$ cat src/wcp_pkg.sv
// package: register map, resets and field layout of the window and peak slice
//==========================================================================
// Behaviour
// - upper-limit top byte, reset all ones, compared with result bits 11:4.
// - upper-limit low nibble in hysteresis reg bits 7:4, reset 1111b, vs 3:0.
// - hysteresis is field shifted left three, subtracted from or added to the whole 12-bit limit.
// - lower-limit low nibble in debounce reg bits 7:4, reset 0, vs bits 3:0.
// - lower-limit top byte in own register, reset 0, vs result bits 11:4.
// - event raised only after n+1 consecutive out-of-window samples, n resets 0.
// - channels 0 and 1 keep highest code since last read, as low/high bytes.
// - reading a peak byte register clears it to zero.
package wcp_pkg;
  //==========================================================================
  // widths
  localparam int unsigned CODE_W  = 12;
  localparam int unsigned ADDR_W  = 8;
  localparam int unsigned DATA_W  = 8;
  localparam int unsigned CHAN_W  = 3;
  localparam int unsigned NIB_W   = 4;
  localparam int unsigned HYST_W  = 7;
  localparam int unsigned HYST_SH = 3;

  //==========================================================================
  // register offsets
  localparam logic [7:0] OFS_CH7_HYST_NIB = 8'h3c;
  localparam logic [7:0] OFS_CH7_UPPER    = 8'h3d;
  localparam logic [7:0] OFS_CH7_DEB_NIB  = 8'h3e;
  localparam logic [7:0] OFS_CH7_LOWER    = 8'h3f;
  localparam logic [7:0] OFS_PEAK0_LO     = 8'h60;
  localparam logic [7:0] OFS_PEAK0_HI     = 8'h61;
  localparam logic [7:0] OFS_PEAK1_LO     = 8'h62;
  localparam logic [7:0] OFS_PEAK1_HI     = 8'h63;

  //==========================================================================
  // reset values
  localparam logic [7:0] RST_CH7_HYST_NIB = 8'hf0;
  localparam logic [7:0] RST_CH7_UPPER    = 8'hff;
  localparam logic [7:0] RST_CH7_DEB_NIB  = 8'h00;
  localparam logic [7:0] RST_CH7_LOWER    = 8'h00;
  localparam logic [7:0] RST_PEAK         = 8'h00;
  localparam logic [7:0] RD_UNMAPPED      = 8'h00;

  //==========================================================================
  // field positions and channel numbers
  localparam int unsigned NIB_HI_LSB = 4;
  localparam int unsigned NIB_LO_LSB = 0;
  localparam logic [2:0]  WIN_CHAN   = 3'h7;
  localparam int unsigned PEAK_CHANS = 2;
endpackage

$ cat src/wcp_peak_if.sv
// interface: conversion feed and read-clear strobes for one peak tracker
`timescale 1ns/10ps
`default_nettype none
interface wcp_peak_if;
  logic                        sample_valid;
  logic [wcp_pkg::CODE_W-1:0]  sample_code;
  logic                        clr_lo;
  logic                        clr_hi;
  logic [wcp_pkg::CODE_W-1:0]  peak;

  modport regs (output sample_valid, output sample_code,
                output clr_lo, output clr_hi, input peak);
  modport trk  (input sample_valid, input sample_code,
                input clr_lo, input clr_hi, output peak);
endinterface
`default_nettype wire

$ cat src/wcp_regs.sv
// module: channel 7 window comparator registers and channel 0/1 peak trackers
`timescale 1ns/10ps
`default_nettype none
module wcp_regs (
  // clock and reset
  input  wire logic        sys_clk,
  input  wire logic        rst_b,
  // register port from the serial engine
  input  wire logic [7:0]  reg_addr,
  input  wire logic        reg_wr,
  input  wire logic [7:0]  reg_wdata,
  input  wire logic        reg_rd,
  output logic      [7:0]  reg_rdata,
  // conversion results
  input  wire logic        conv_valid,
  input  wire logic [2:0]  conv_chan,
  input  wire logic [11:0] conv_code,
  // channel 7 monitor
  output logic             ch7_event_set,
  output logic             ch7_high_alarm,
  output logic             ch7_low_alarm
);
  //==========================================================================
  // declarations
  logic [7:0]  hyst_nib_reg;
  logic [7:0]  upper_reg;
  logic [7:0]  deb_nib_reg;
  logic [7:0]  lower_reg;
  logic [3:0]  run_cnt_reg;
  logic [3:0]  run_cnt_next;
  logic        event_next;
  logic        high_next;
  logic        low_next;
  logic [7:0]  rdata_next;
  wire  [11:0] upper_limit;
  wire  [11:0] lower_limit;
  wire  [6:0]  hyst_amt;
  wire  [12:0] upper_rel;
  wire  [12:0] lower_rel;
  wire  [3:0]  debounce_sample_count;
  wire         win_sample;
  wire         over_high;
  wire         under_low;
  wire         out_win;
  wire         wr_hyst;
  wire         wr_upper;
  wire         wr_deb;
  wire         wr_lower;
  wire [11:0]  peak_val [wcp_pkg::PEAK_CHANS];
  wire         sel_hyst;
  wire         sel_upper;
  wire         sel_deb;
  wire         sel_lower;
  wire         sel_pk0lo;
  wire         sel_pk0hi;
  wire         sel_pk1lo;
  wire         sel_pk1hi;
  wire         sel_none;

  //==========================================================================
  // elaboration checks: ports and the read mux are sized for two trackers
  // of 12-bit codes; other package values are refused here
  if (wcp_pkg::PEAK_CHANS != 2) begin : g_chk_chans
    $error("wcp_regs serves exactly two peak trackers");
  end
  if (wcp_pkg::CODE_W != 12) begin : g_chk_code
    $error("wcp_regs result code must be 12 bits wide");
  end
  if (wcp_pkg::NIB_W + wcp_pkg::HYST_SH != wcp_pkg::HYST_W) begin : g_hw
    $error("hysteresis width must be field width plus shift");
  end

  //==========================================================================
  // limit assembly: top byte against result 11:4, nibble against 3:0
  // low nibbles of the two nibble registers carry the hysteresis and count
  assign upper_limit = {upper_reg,
                        hyst_nib_reg[7:wcp_pkg::NIB_HI_LSB]};
  assign lower_limit = {lower_reg,
                        deb_nib_reg[7:wcp_pkg::NIB_HI_LSB]};
  assign hyst_amt    = {hyst_nib_reg[3:wcp_pkg::NIB_LO_LSB], 3'h0};
  assign debounce_sample_count = deb_nib_reg[3:wcp_pkg::NIB_LO_LSB];

  // release points move inward by the hysteresis while an alarm stands
  // an underflow of the upper release point keeps the alarm standing
  assign upper_rel = {1'b0, upper_limit} - {6'h00, hyst_amt};
  assign lower_rel = {1'b0, lower_limit} + {6'h00, hyst_amt};

  //==========================================================================
  // window test on channel 7 samples
  // while an alarm stands the test moves to the release point, so a code
  // hovering at the limit does not make the alarm chatter
  assign win_sample = conv_valid && (conv_chan == wcp_pkg::WIN_CHAN);
  assign over_high  = ch7_high_alarm ?
                      (upper_rel[12] || ({1'b0, conv_code} > upper_rel)) :
                      (conv_code > upper_limit);
  assign under_low  = ch7_low_alarm ?
                      ({1'b0, conv_code} < lower_rel) :
                      (conv_code < lower_limit);
  assign out_win    = over_high || under_low;

  // consecutive out-of-window run and event decision
  // the run holds at n, so each further out sample pulses again
  always_comb begin
    run_cnt_next = run_cnt_reg;
    event_next   = 1'b0;
    high_next    = ch7_high_alarm;
    low_next     = ch7_low_alarm;
    if (win_sample) begin
      high_next = over_high;
      low_next  = under_low;
      if (!out_win) begin
        run_cnt_next = 4'h0;
      end else if (run_cnt_reg >= debounce_sample_count) begin
        event_next = 1'b1;
      end else begin
        run_cnt_next = run_cnt_reg + 4'h1;
      end
    end
  end

  //==========================================================================
  // write decode
  // peak and unmapped offsets have no write select: such writes fall away
  assign wr_hyst  = reg_wr && (reg_addr == wcp_pkg::OFS_CH7_HYST_NIB);
  assign wr_upper = reg_wr && (reg_addr == wcp_pkg::OFS_CH7_UPPER);
  assign wr_deb   = reg_wr && (reg_addr == wcp_pkg::OFS_CH7_DEB_NIB);
  assign wr_lower = reg_wr && (reg_addr == wcp_pkg::OFS_CH7_LOWER);

  // configuration registers
  always_ff @(posedge sys_clk or negedge rst_b) begin
    if (!rst_b) begin
      hyst_nib_reg <= wcp_pkg::RST_CH7_HYST_NIB;
      upper_reg    <= wcp_pkg::RST_CH7_UPPER;
      deb_nib_reg  <= wcp_pkg::RST_CH7_DEB_NIB;
      lower_reg    <= wcp_pkg::RST_CH7_LOWER;
    end else begin
      if (wr_hyst)  hyst_nib_reg <= reg_wdata;
      if (wr_upper) upper_reg    <= reg_wdata;
      if (wr_deb)   deb_nib_reg  <= reg_wdata;
      if (wr_lower) lower_reg    <= reg_wdata;
    end
  end

  // monitor state
  // event is a one-cycle pulse; alarms stand until the next channel 7 sample
  always_ff @(posedge sys_clk or negedge rst_b) begin
    if (!rst_b) begin
      run_cnt_reg    <= 4'h0;
      ch7_event_set  <= 1'b0;
      ch7_high_alarm <= 1'b0;
      ch7_low_alarm  <= 1'b0;
    end else begin
      run_cnt_reg    <= run_cnt_next;
      ch7_event_set  <= event_next;
      ch7_high_alarm <= high_next;
      ch7_low_alarm  <= low_next;
    end
  end

  //==========================================================================
  // peak trackers for channels 0 and 1
  // a read clears only its own byte, so a host reading low then high may
  // see a torn code if a larger sample lands between the two reads
  genvar gi;
  generate
    for (gi = 0; gi < wcp_pkg::PEAK_CHANS; gi++) begin : g_peak
      wcp_peak_if pk_if ();
      wire [7:0] lo_ofs;
      wire [7:0] hi_ofs;
      // byte offsets of this tracker's read-clear registers
      assign lo_ofs = wcp_pkg::OFS_PEAK0_LO + 8'(2 * gi);
      assign hi_ofs = wcp_pkg::OFS_PEAK0_HI + 8'(2 * gi);
      assign pk_if.sample_valid = conv_valid &&
                                  (conv_chan == 3'(gi));
      assign pk_if.sample_code  = conv_code;
      assign pk_if.clr_lo = reg_rd && (reg_addr == lo_ofs);
      assign pk_if.clr_hi = reg_rd && (reg_addr == hi_ofs);
      assign peak_val[gi] = pk_if.peak;
      wcp_peak u_peak (
        .sys_clk (sys_clk),
        .rst_b   (rst_b),
        .pk      (pk_if.trk)
      );
    end
  endgenerate

  //==========================================================================
  // read selects, one per mapped offset
  assign sel_hyst  = (reg_addr == wcp_pkg::OFS_CH7_HYST_NIB);
  assign sel_upper = (reg_addr == wcp_pkg::OFS_CH7_UPPER);
  assign sel_deb   = (reg_addr == wcp_pkg::OFS_CH7_DEB_NIB);
  assign sel_lower = (reg_addr == wcp_pkg::OFS_CH7_LOWER);
  assign sel_pk0lo = (reg_addr == wcp_pkg::OFS_PEAK0_LO);
  assign sel_pk0hi = (reg_addr == wcp_pkg::OFS_PEAK0_HI);
  assign sel_pk1lo = (reg_addr == wcp_pkg::OFS_PEAK1_LO);
  assign sel_pk1hi = (reg_addr == wcp_pkg::OFS_PEAK1_HI);
  // no select high means an unmapped offset, which answers zero
  assign sel_none  = !(sel_hyst  || sel_upper || sel_deb   || sel_lower ||
                       sel_pk0lo || sel_pk0hi || sel_pk1lo || sel_pk1hi);

  // and-or read mux; peak high bytes read zero in bits 7:4
  assign rdata_next = ({8{sel_hyst}}  & hyst_nib_reg)
                    | ({8{sel_upper}} & upper_reg)
                    | ({8{sel_deb}}   & deb_nib_reg)
                    | ({8{sel_lower}} & lower_reg)
                    | ({8{sel_pk0lo}} & peak_val[0][7:0])
                    | ({8{sel_pk0hi}} & {4'h0, peak_val[0][11:8]})
                    | ({8{sel_pk1lo}} & peak_val[1][7:0])
                    | ({8{sel_pk1hi}} & {4'h0, peak_val[1][11:8]})
                    | ({8{sel_none}}  & wcp_pkg::RD_UNMAPPED);

  // read data captured on the read strobe, held until the next read
  // the host's view stays still between reads, even while peaks move
  always_ff @(posedge sys_clk or negedge rst_b) begin
    if (!rst_b) begin
      reg_rdata <= 8'h00;
    end else if (reg_rd) begin
      reg_rdata <= rdata_next;
    end
  end
endmodule // wcp_regs
`default_nettype wire

$ cat src/wcp_peak.sv
// module: highest-code tracker for one channel with per-byte read clear
`timescale 1ns/10ps
`default_nettype none
module wcp_peak (
  // clock and reset
  input  wire logic sys_clk,
  input  wire logic rst_b,
  // feed from the register bank
  wcp_peak_if.trk   pk
);
  logic [wcp_pkg::CODE_W-1:0] peak_reg;
  logic [wcp_pkg::CODE_W-1:0] peak_next;
  wire                        bigger;

  //==========================================================================
  // next value: a larger sample wins over a clear in the same cycle
  assign bigger = pk.sample_valid && (pk.sample_code > peak_reg);
  always_comb begin
    peak_next = peak_reg;
    if (pk.clr_lo) begin
      peak_next[7:0] = wcp_pkg::RST_PEAK;
    end
    if (pk.clr_hi) begin
      peak_next[wcp_pkg::CODE_W-1:8] = wcp_pkg::RST_PEAK[3:0];
    end
    if (bigger) begin
      peak_next = pk.sample_code;
    end
  end

  // peak store
  always_ff @(posedge sys_clk or negedge rst_b) begin
    if (!rst_b) begin
      peak_reg <= '0;
    end else begin
      peak_reg <= peak_next;
    end
  end

  assign pk.peak = peak_reg;
endmodule // wcp_peak
`default_nettype wire

$ cat config.mk
export PLATFORM = sky130hd
export DESIGN_NAME = wcp_regs
export DESIGN_NICKNAME = d
export VERILOG_FILES = /design/src/wcp_pkg.sv /design/src/wcp_peak_if.sv /design/src/wcp_regs.sv /design/src/wcp_peak.sv
export SDC_FILE = /design/constraint.sdc
export NUM_CORES = 1
export LEC_CHECK = 0
export BUFFER_PORTS_ARGS = -buffer_cell sky130_fd_sc_hd__buf_2
export CAP_MARGIN = 10
export CORE_MARGIN = 2
export CORE_UTILIZATION = 41
export DETAILED_ROUTE_END_ITERATION = 6
export GPL_TIMING_DRIVEN = 1
export SLEW_MARGIN = 10
export SYNTH_ARGS = -nofsm -noshare
export SYNTH_HDL_FRONTEND = slang
export SYNTH_HIERARCHICAL = 1
export SYNTH_SLANG_ARGS = --single-unit
$ cat constraint.sdc
create_clock -name sys_clk -period 6.46 [get_ports sys_clk]
set_input_delay 0.323 -clock sys_clk [delete_from_list [all_inputs] [get_ports sys_clk]]
set_output_delay 0.323 -clock sys_clk [all_outputs]
set_load 0.02 [all_outputs]
* Yosys cells after proc, flatten, opt, wreduce, memory -nomap -nowiden
Cells that the tools add are included.
Storage, ports and cells: output and inout bits 11, logic and storage cells 83, bits of input ports 36, register bits after elaboration 71
Operators by class: add/subtract/negate cells 3, reduce and logical (&&, ||, !) cells 21, bitwise logic cells 15, $lt $le $gt $ge 7, mux-type cells 13, equal/unequal tests 11
Operators with widths (number):
- $or A8 B8 Y8 | 7
- $and A8 B8 Y8 | 6
- $gt A12 B12 Y1 | 3
- $eq A8 B6 Y1 const B | 4
- $eq A8 B7 Y1 const B | 4
- $mux W12 | 2
- $and A8 B4 Y8 | 2
- $mux W4 | 4
- $mux W8 | 2
- $add A12 B7 Y13 | 1
- $gt A12 B13 Y1 | 1
- $logic_and A1 B1 Y1 | 13
- $lt A12 B13 Y1 | 1
- $sub A12 B7 Y13 | 1
- $lt A12 B12 Y1 | 1
- $reduce_bool A2 Y1 | 4
- $mux W1 | 5
- $add A4 B1 Y4 const B | 1
- $ge A4 B4 Y1 | 1
- $eq A3 B1 Y1 const B | 1
- $eq A3 B3 Y1 const B | 1
- $logic_not A3 Y1 | 1
- $logic_or A1 B1 Y1 | 2
- $ne A2 B2 Y1 const B | 1
- $reduce_and A2 Y1 | 1

* Longest topological paths before layout
depth after elaboration 9, mapped depth 16, mapped depth without buffers 16

* Cells and area by module
The synthesis kept the hierarchy.
Modules (own cells, without submodules):
- wcp_regs | cells each 390, seq. area each 1191.1 um^2, times used 1, area each 3847.4 um^2
- wcp_peak | cells each 82, seq. area each 300.3 um^2, times used 2, area each 857.1 um^2

* Worst setup path before layout
Ideal clock, no wire load.
kind reg-to-reg, start register hyst_nib_reg[0], end register run_cnt_reg[2], cell stages (with the launch flop) 17, required time 6.330 ns, buffers on the path 0, library setup time 0.130 ns, period minus slack after synthesis 3.404 ns, slack 3.056 ns, arrival time 3.275 ns, cell sequence dfrtp_1 -> ha_1 -> inv_1 -> fa_1 -> nor2b_1 -> o21ai_0 -> nand2b_1 -> or4b_2 -> xnor2_1 -> ha_1 -> nand2_1 -> nand3b_1 -> a31oi_1 -> a221oi_1 -> nand4_2 -> nor3b_2 -> nor2_1
Between the ends: cells in the longest elaborated chain, start to end 7, elaborated cells on any way between the ends 11, classes of those cells add/sub: 2; order compare: 2; eq/ne: 1; mux: 3; reduce/logical: 3
Ends and longest elaborated chain:
- from (decl) | line wcp_regs.sv:25 | logic [7:0] hyst_nib_reg;
- from (signal assigned) | line wcp_regs.sv:132 | hyst_nib_reg <= wcp_pkg::RST_CH7_HYST_NIB;
- from (signal assigned) | line wcp_regs.sv:137 | if (wr_hyst) hyst_nib_reg <= reg_wdata;
- $sub A12 B7 Y13 | line wcp_regs.sv:85 | assign upper_rel = {1'b0, upper_limit} - {6'h00, hyst_amt};
- $gt A12 B13 Y1 | line wcp_regs.sv:94 | (upper_rel[12] || ({1'b0, conv_code} > upper_rel)) :
- $logic_or A1 B1 Y1 | line wcp_regs.sv:94
- $mux W1 | line wcp_regs.sv:93 | assign over_high = ch7_high_alarm ?
- $logic_or A1 B1 Y1 * | line wcp_regs.sv:99 | assign out_win = over_high || under_low;
- $ne A2 B2 Y1 (no line)
- $reduce_and A2 Y1 (no line)
- to (signal assigned) | line wcp_regs.sv:153 | run_cnt_reg <= run_cnt_next;
- to (decl) | line wcp_regs.sv:29 | logic [3:0] run_cnt_reg;
Mark *: on every way between the ends. The rest lies on a longest branch, timed or not. A chain may end at the register's enable or synchronous reset.

* Worst setup path in the final report
Same ends and word-level chain as after synthesis.

==> flow_summary.yaml <==
synthesis:
  synth.yosys.warnings: 6
  synth-adder-area-share: 0.1827
  synth_top_area_share: 0.2655
  synth_area_per_cell_sq_um: 10.04
  synth_top_family_by_area: "adder cells"
  ys_seq_area_frac: 0.3222
  postSynthNetCount: 670
  syn_area_sq_mm: 0.005562
  synth.area.top_cells: "dfrtp_1 (27%), ha_1 (18%), mux2_2 (6.5%)"
  yosys.area_share.simple: 0.1379
  synth_xor_area_frac: 0.02520
  synth-compound-area-share: 0.1168
  synth_most_common_cell: "ha_1"
  synth-edff-count: 0
  yosys-top-cells-count: "ha_1 (78), inv_1 (61), dfrtp_1 (59)"
  yosys_register_bits: 71
  synth_ff_type: "dfrtp_1"
  syn_inst: 554
  synth_mux_area_frac: 0.1602
  synth_cell_types: 55
  ys_async_sr_fraction: 1.000
  yosysTopAreaCell: "dfrtp_1"
cells_and_area:
  final_layout_size_suffix_gt1_frac: 0.2434
  final_util: 0.4704
  largest_register_ffs: 24
  layout.nets: 715
  syn_to_final_growth_pct: 12.01
  diodes: 0
clock_tree:
  cts-root-buf: "clkbuf_16"
  cts_buffers: 9
  htreeDepth: 3
  cts_sinks: 71
  cts_buffer_depth: 2
  ctsHoldBuffers: 0
  cts_setup_buffers: 0
  cts_tree: "done"
  clk_pin_slew_ns: 0.06
  ctsResizeCount: 0
  clkLatencyLatePin_ns: 0.34
sta:
  setup_viol: 0
  setup_tns_ns: 0
  period_minus_slack_ns: 3.670
  maxSlewHeadroom: 0.2545
  finalMaxSlewViolations: 0
  fin_skew_ns: 0.005942
  tightest_slew_ns: 1.109
  finalHoldViolCount: 0
  rsz0062_at_grt: "false"
  finalCritPeriodShare: 0.5682
  fmax_mhz: 272.5
die:
  core_area_sq_mm: 0.01324
  io_pins: 47
  start_util: 0.4200
  row_count: 42
  fp.dieW_um: 120.5
  dieArea_sq_mm: 0.01451
  dieHeight_um: 120.5
hold_path:
  hp-class: "in2async"
worst_setup_path:
  cp.arrival_ns: 3.89
  path_common_cell: "ha_1"
  timing.rr.start: "hyst_nib_reg[0]$_DFFE_PN0P_"
  critical_path.max_fanout: 4
  cpMaxStageDelayCell: "or4b_2"
  critPathLaunch: "hyst_nib_reg[0]$_DFFE_PN0P_"
  end_kind: "register"
  cp_cell_sequence: "ha_1 > inv_1 > fa_1 > nor2b_1 > o21ai_0 > nand2b_1 > or4b_2 > xnor2_1 > ha_1 > nand2_1 > nand3b_1 > a31oi_1 > a221oi_1 > nand4_2 > nor3b_2 > nor2_1"
  cp-start-kind: "register"
  slowest_delay_ns: 0.62
  required_ns: 6.68
  crit_type: "reg2reg"
grt:
  grt_start_max_net_pins: 72
  grt_pass1_wl_um: 22950
  grt_remaining_overflow: 0
  grt_antenna_before_repair: 0
  grtUsageTotal: 0.2074
  grt_pass1_vias: 4298
route:
  routed_wl_um: 14280
  wire_per_inst_um: 18.30
  final_antenna_net_count: 0
  first_iter_violations: 206
  via_per_inst: 5.433
  first_pass_iters: 5
  drc: 0
  num_vias: 4238
pwr:
  ir_worst_vdd_mv: 0.1316
  p_per_area_mw_per_mm2: 237.6
  total_leakage_power_nw: 2.893
place:
  io_buffer_count: 46
  dp_hpwl_um: 11360
  gp_congestion: 0.8859
job:
  maxCapViolations: 0
run_status:
  outcome: "completed"
## placed cells by master (no fill, tap or decap), types with 11 or more instances in the layout
cell type	n
mux2_4	18
nand3_1	17
xnor2_1	11
ha_1	78
dfstp_2	12
nor2_1	50
a21oi_1	32
dfrtp_1	59
nand2_1	27
o21ai_0	13
buf_2	46
mux2_2	32
inv_1	61
## power by group
part           internal, W  switching, W  total (W)
Clock             0.000270      0.000196   0.000466
Sequential        0.000509     0.0000486   0.000557
Combinational     0.000214      0.000243   0.000457
Total             0.000992      0.000488    0.00148
## through the flow
step,instances,hold slack [ns],power [W],cell area [sq um],setup WS [ns]
2_1_floorplan,554,0.02741,0.0008882,5562,3.056
3_3_place_gp,764,0.4947,0.001007,5952,2.864
3_5_place_dp,764,0.4952,0.001022,5952,2.775
4_1_cts,780,0.2548,0.001498,6230,2.764
5_1_grt,780,0.2639,0.001579,6230,2.505
6_report,780,0.1975,0.001480,6230,2.790
## final cells by class
cell class	count	area [sq um]
fill	1295	7013
multi-input combinational	407	3463
sequential	71	1792
clock buffer	11	242.7
inverter	63	239.0
timing repair buffer	47	237.7
tap	176	220.2
clock inverter	5	35.03
## worst max-delay path, delay by kind of cell, from the launching register on
family	cells	cell delay (ns)
AOI/OAI and AO/OA	3	0.46
xor gates and xnor gates	1	0.15
adders and majority gates	3	0.90
buffers and inverters	1	0.05
DFF	1	0.39
and+or+nand+nor	8	1.60
## kinds of logic (layout without fill, tap and decap cells)
logic type / after synthesis / in the layout
muxes: 68 / 68
xor gates and xnor gates: 16 / 16
adders and majority gates: 80 / 80
and+or+nand+nor: 150 / 150
buffers and inverters: 76 / 126
DFF: 71 / 71
AOI/OAI and AO/OA: 93 / 93
## per-layer routing
| metal | GRT usage | vias to the layer above | share of wire |
|---|---|---|---|
| li1 | - | 2079 | - |
| met1 | 0.2647 | 2065 | 0.45 |
| met2 | 0.3531 | 74 | 0.50 |
| met3 | 0.03915 | 20 | 0.034 |
| met4 | 0.06831 | 0 | 0.023 |
| met5 | 0 | - | 0 |
## final timing paths
path                                                            to  slack, ns  cells after the start
min reg2reg                             deb_nib_reg[6]$_DFFE_PN0P_       0.51                      1
max                                     run_cnt_reg[2]$_DFFE_PN0P_       2.79                     16
max reg2reg                             run_cnt_reg[2]$_DFFE_PN0P_       2.79                     16
max in group asynchronous              hyst_nib_reg[1]$_DFFE_PN0P_       5.62                      2
min                        g_peak[0].u_peak/pk.peak[0]$_DFFE_PN0P_       0.20                      2
min in group sys_clk                      lower_reg[3]$_DFFE_PN0P_       0.26                      2
No activity file was read; power rests on OpenSTA's default activity.
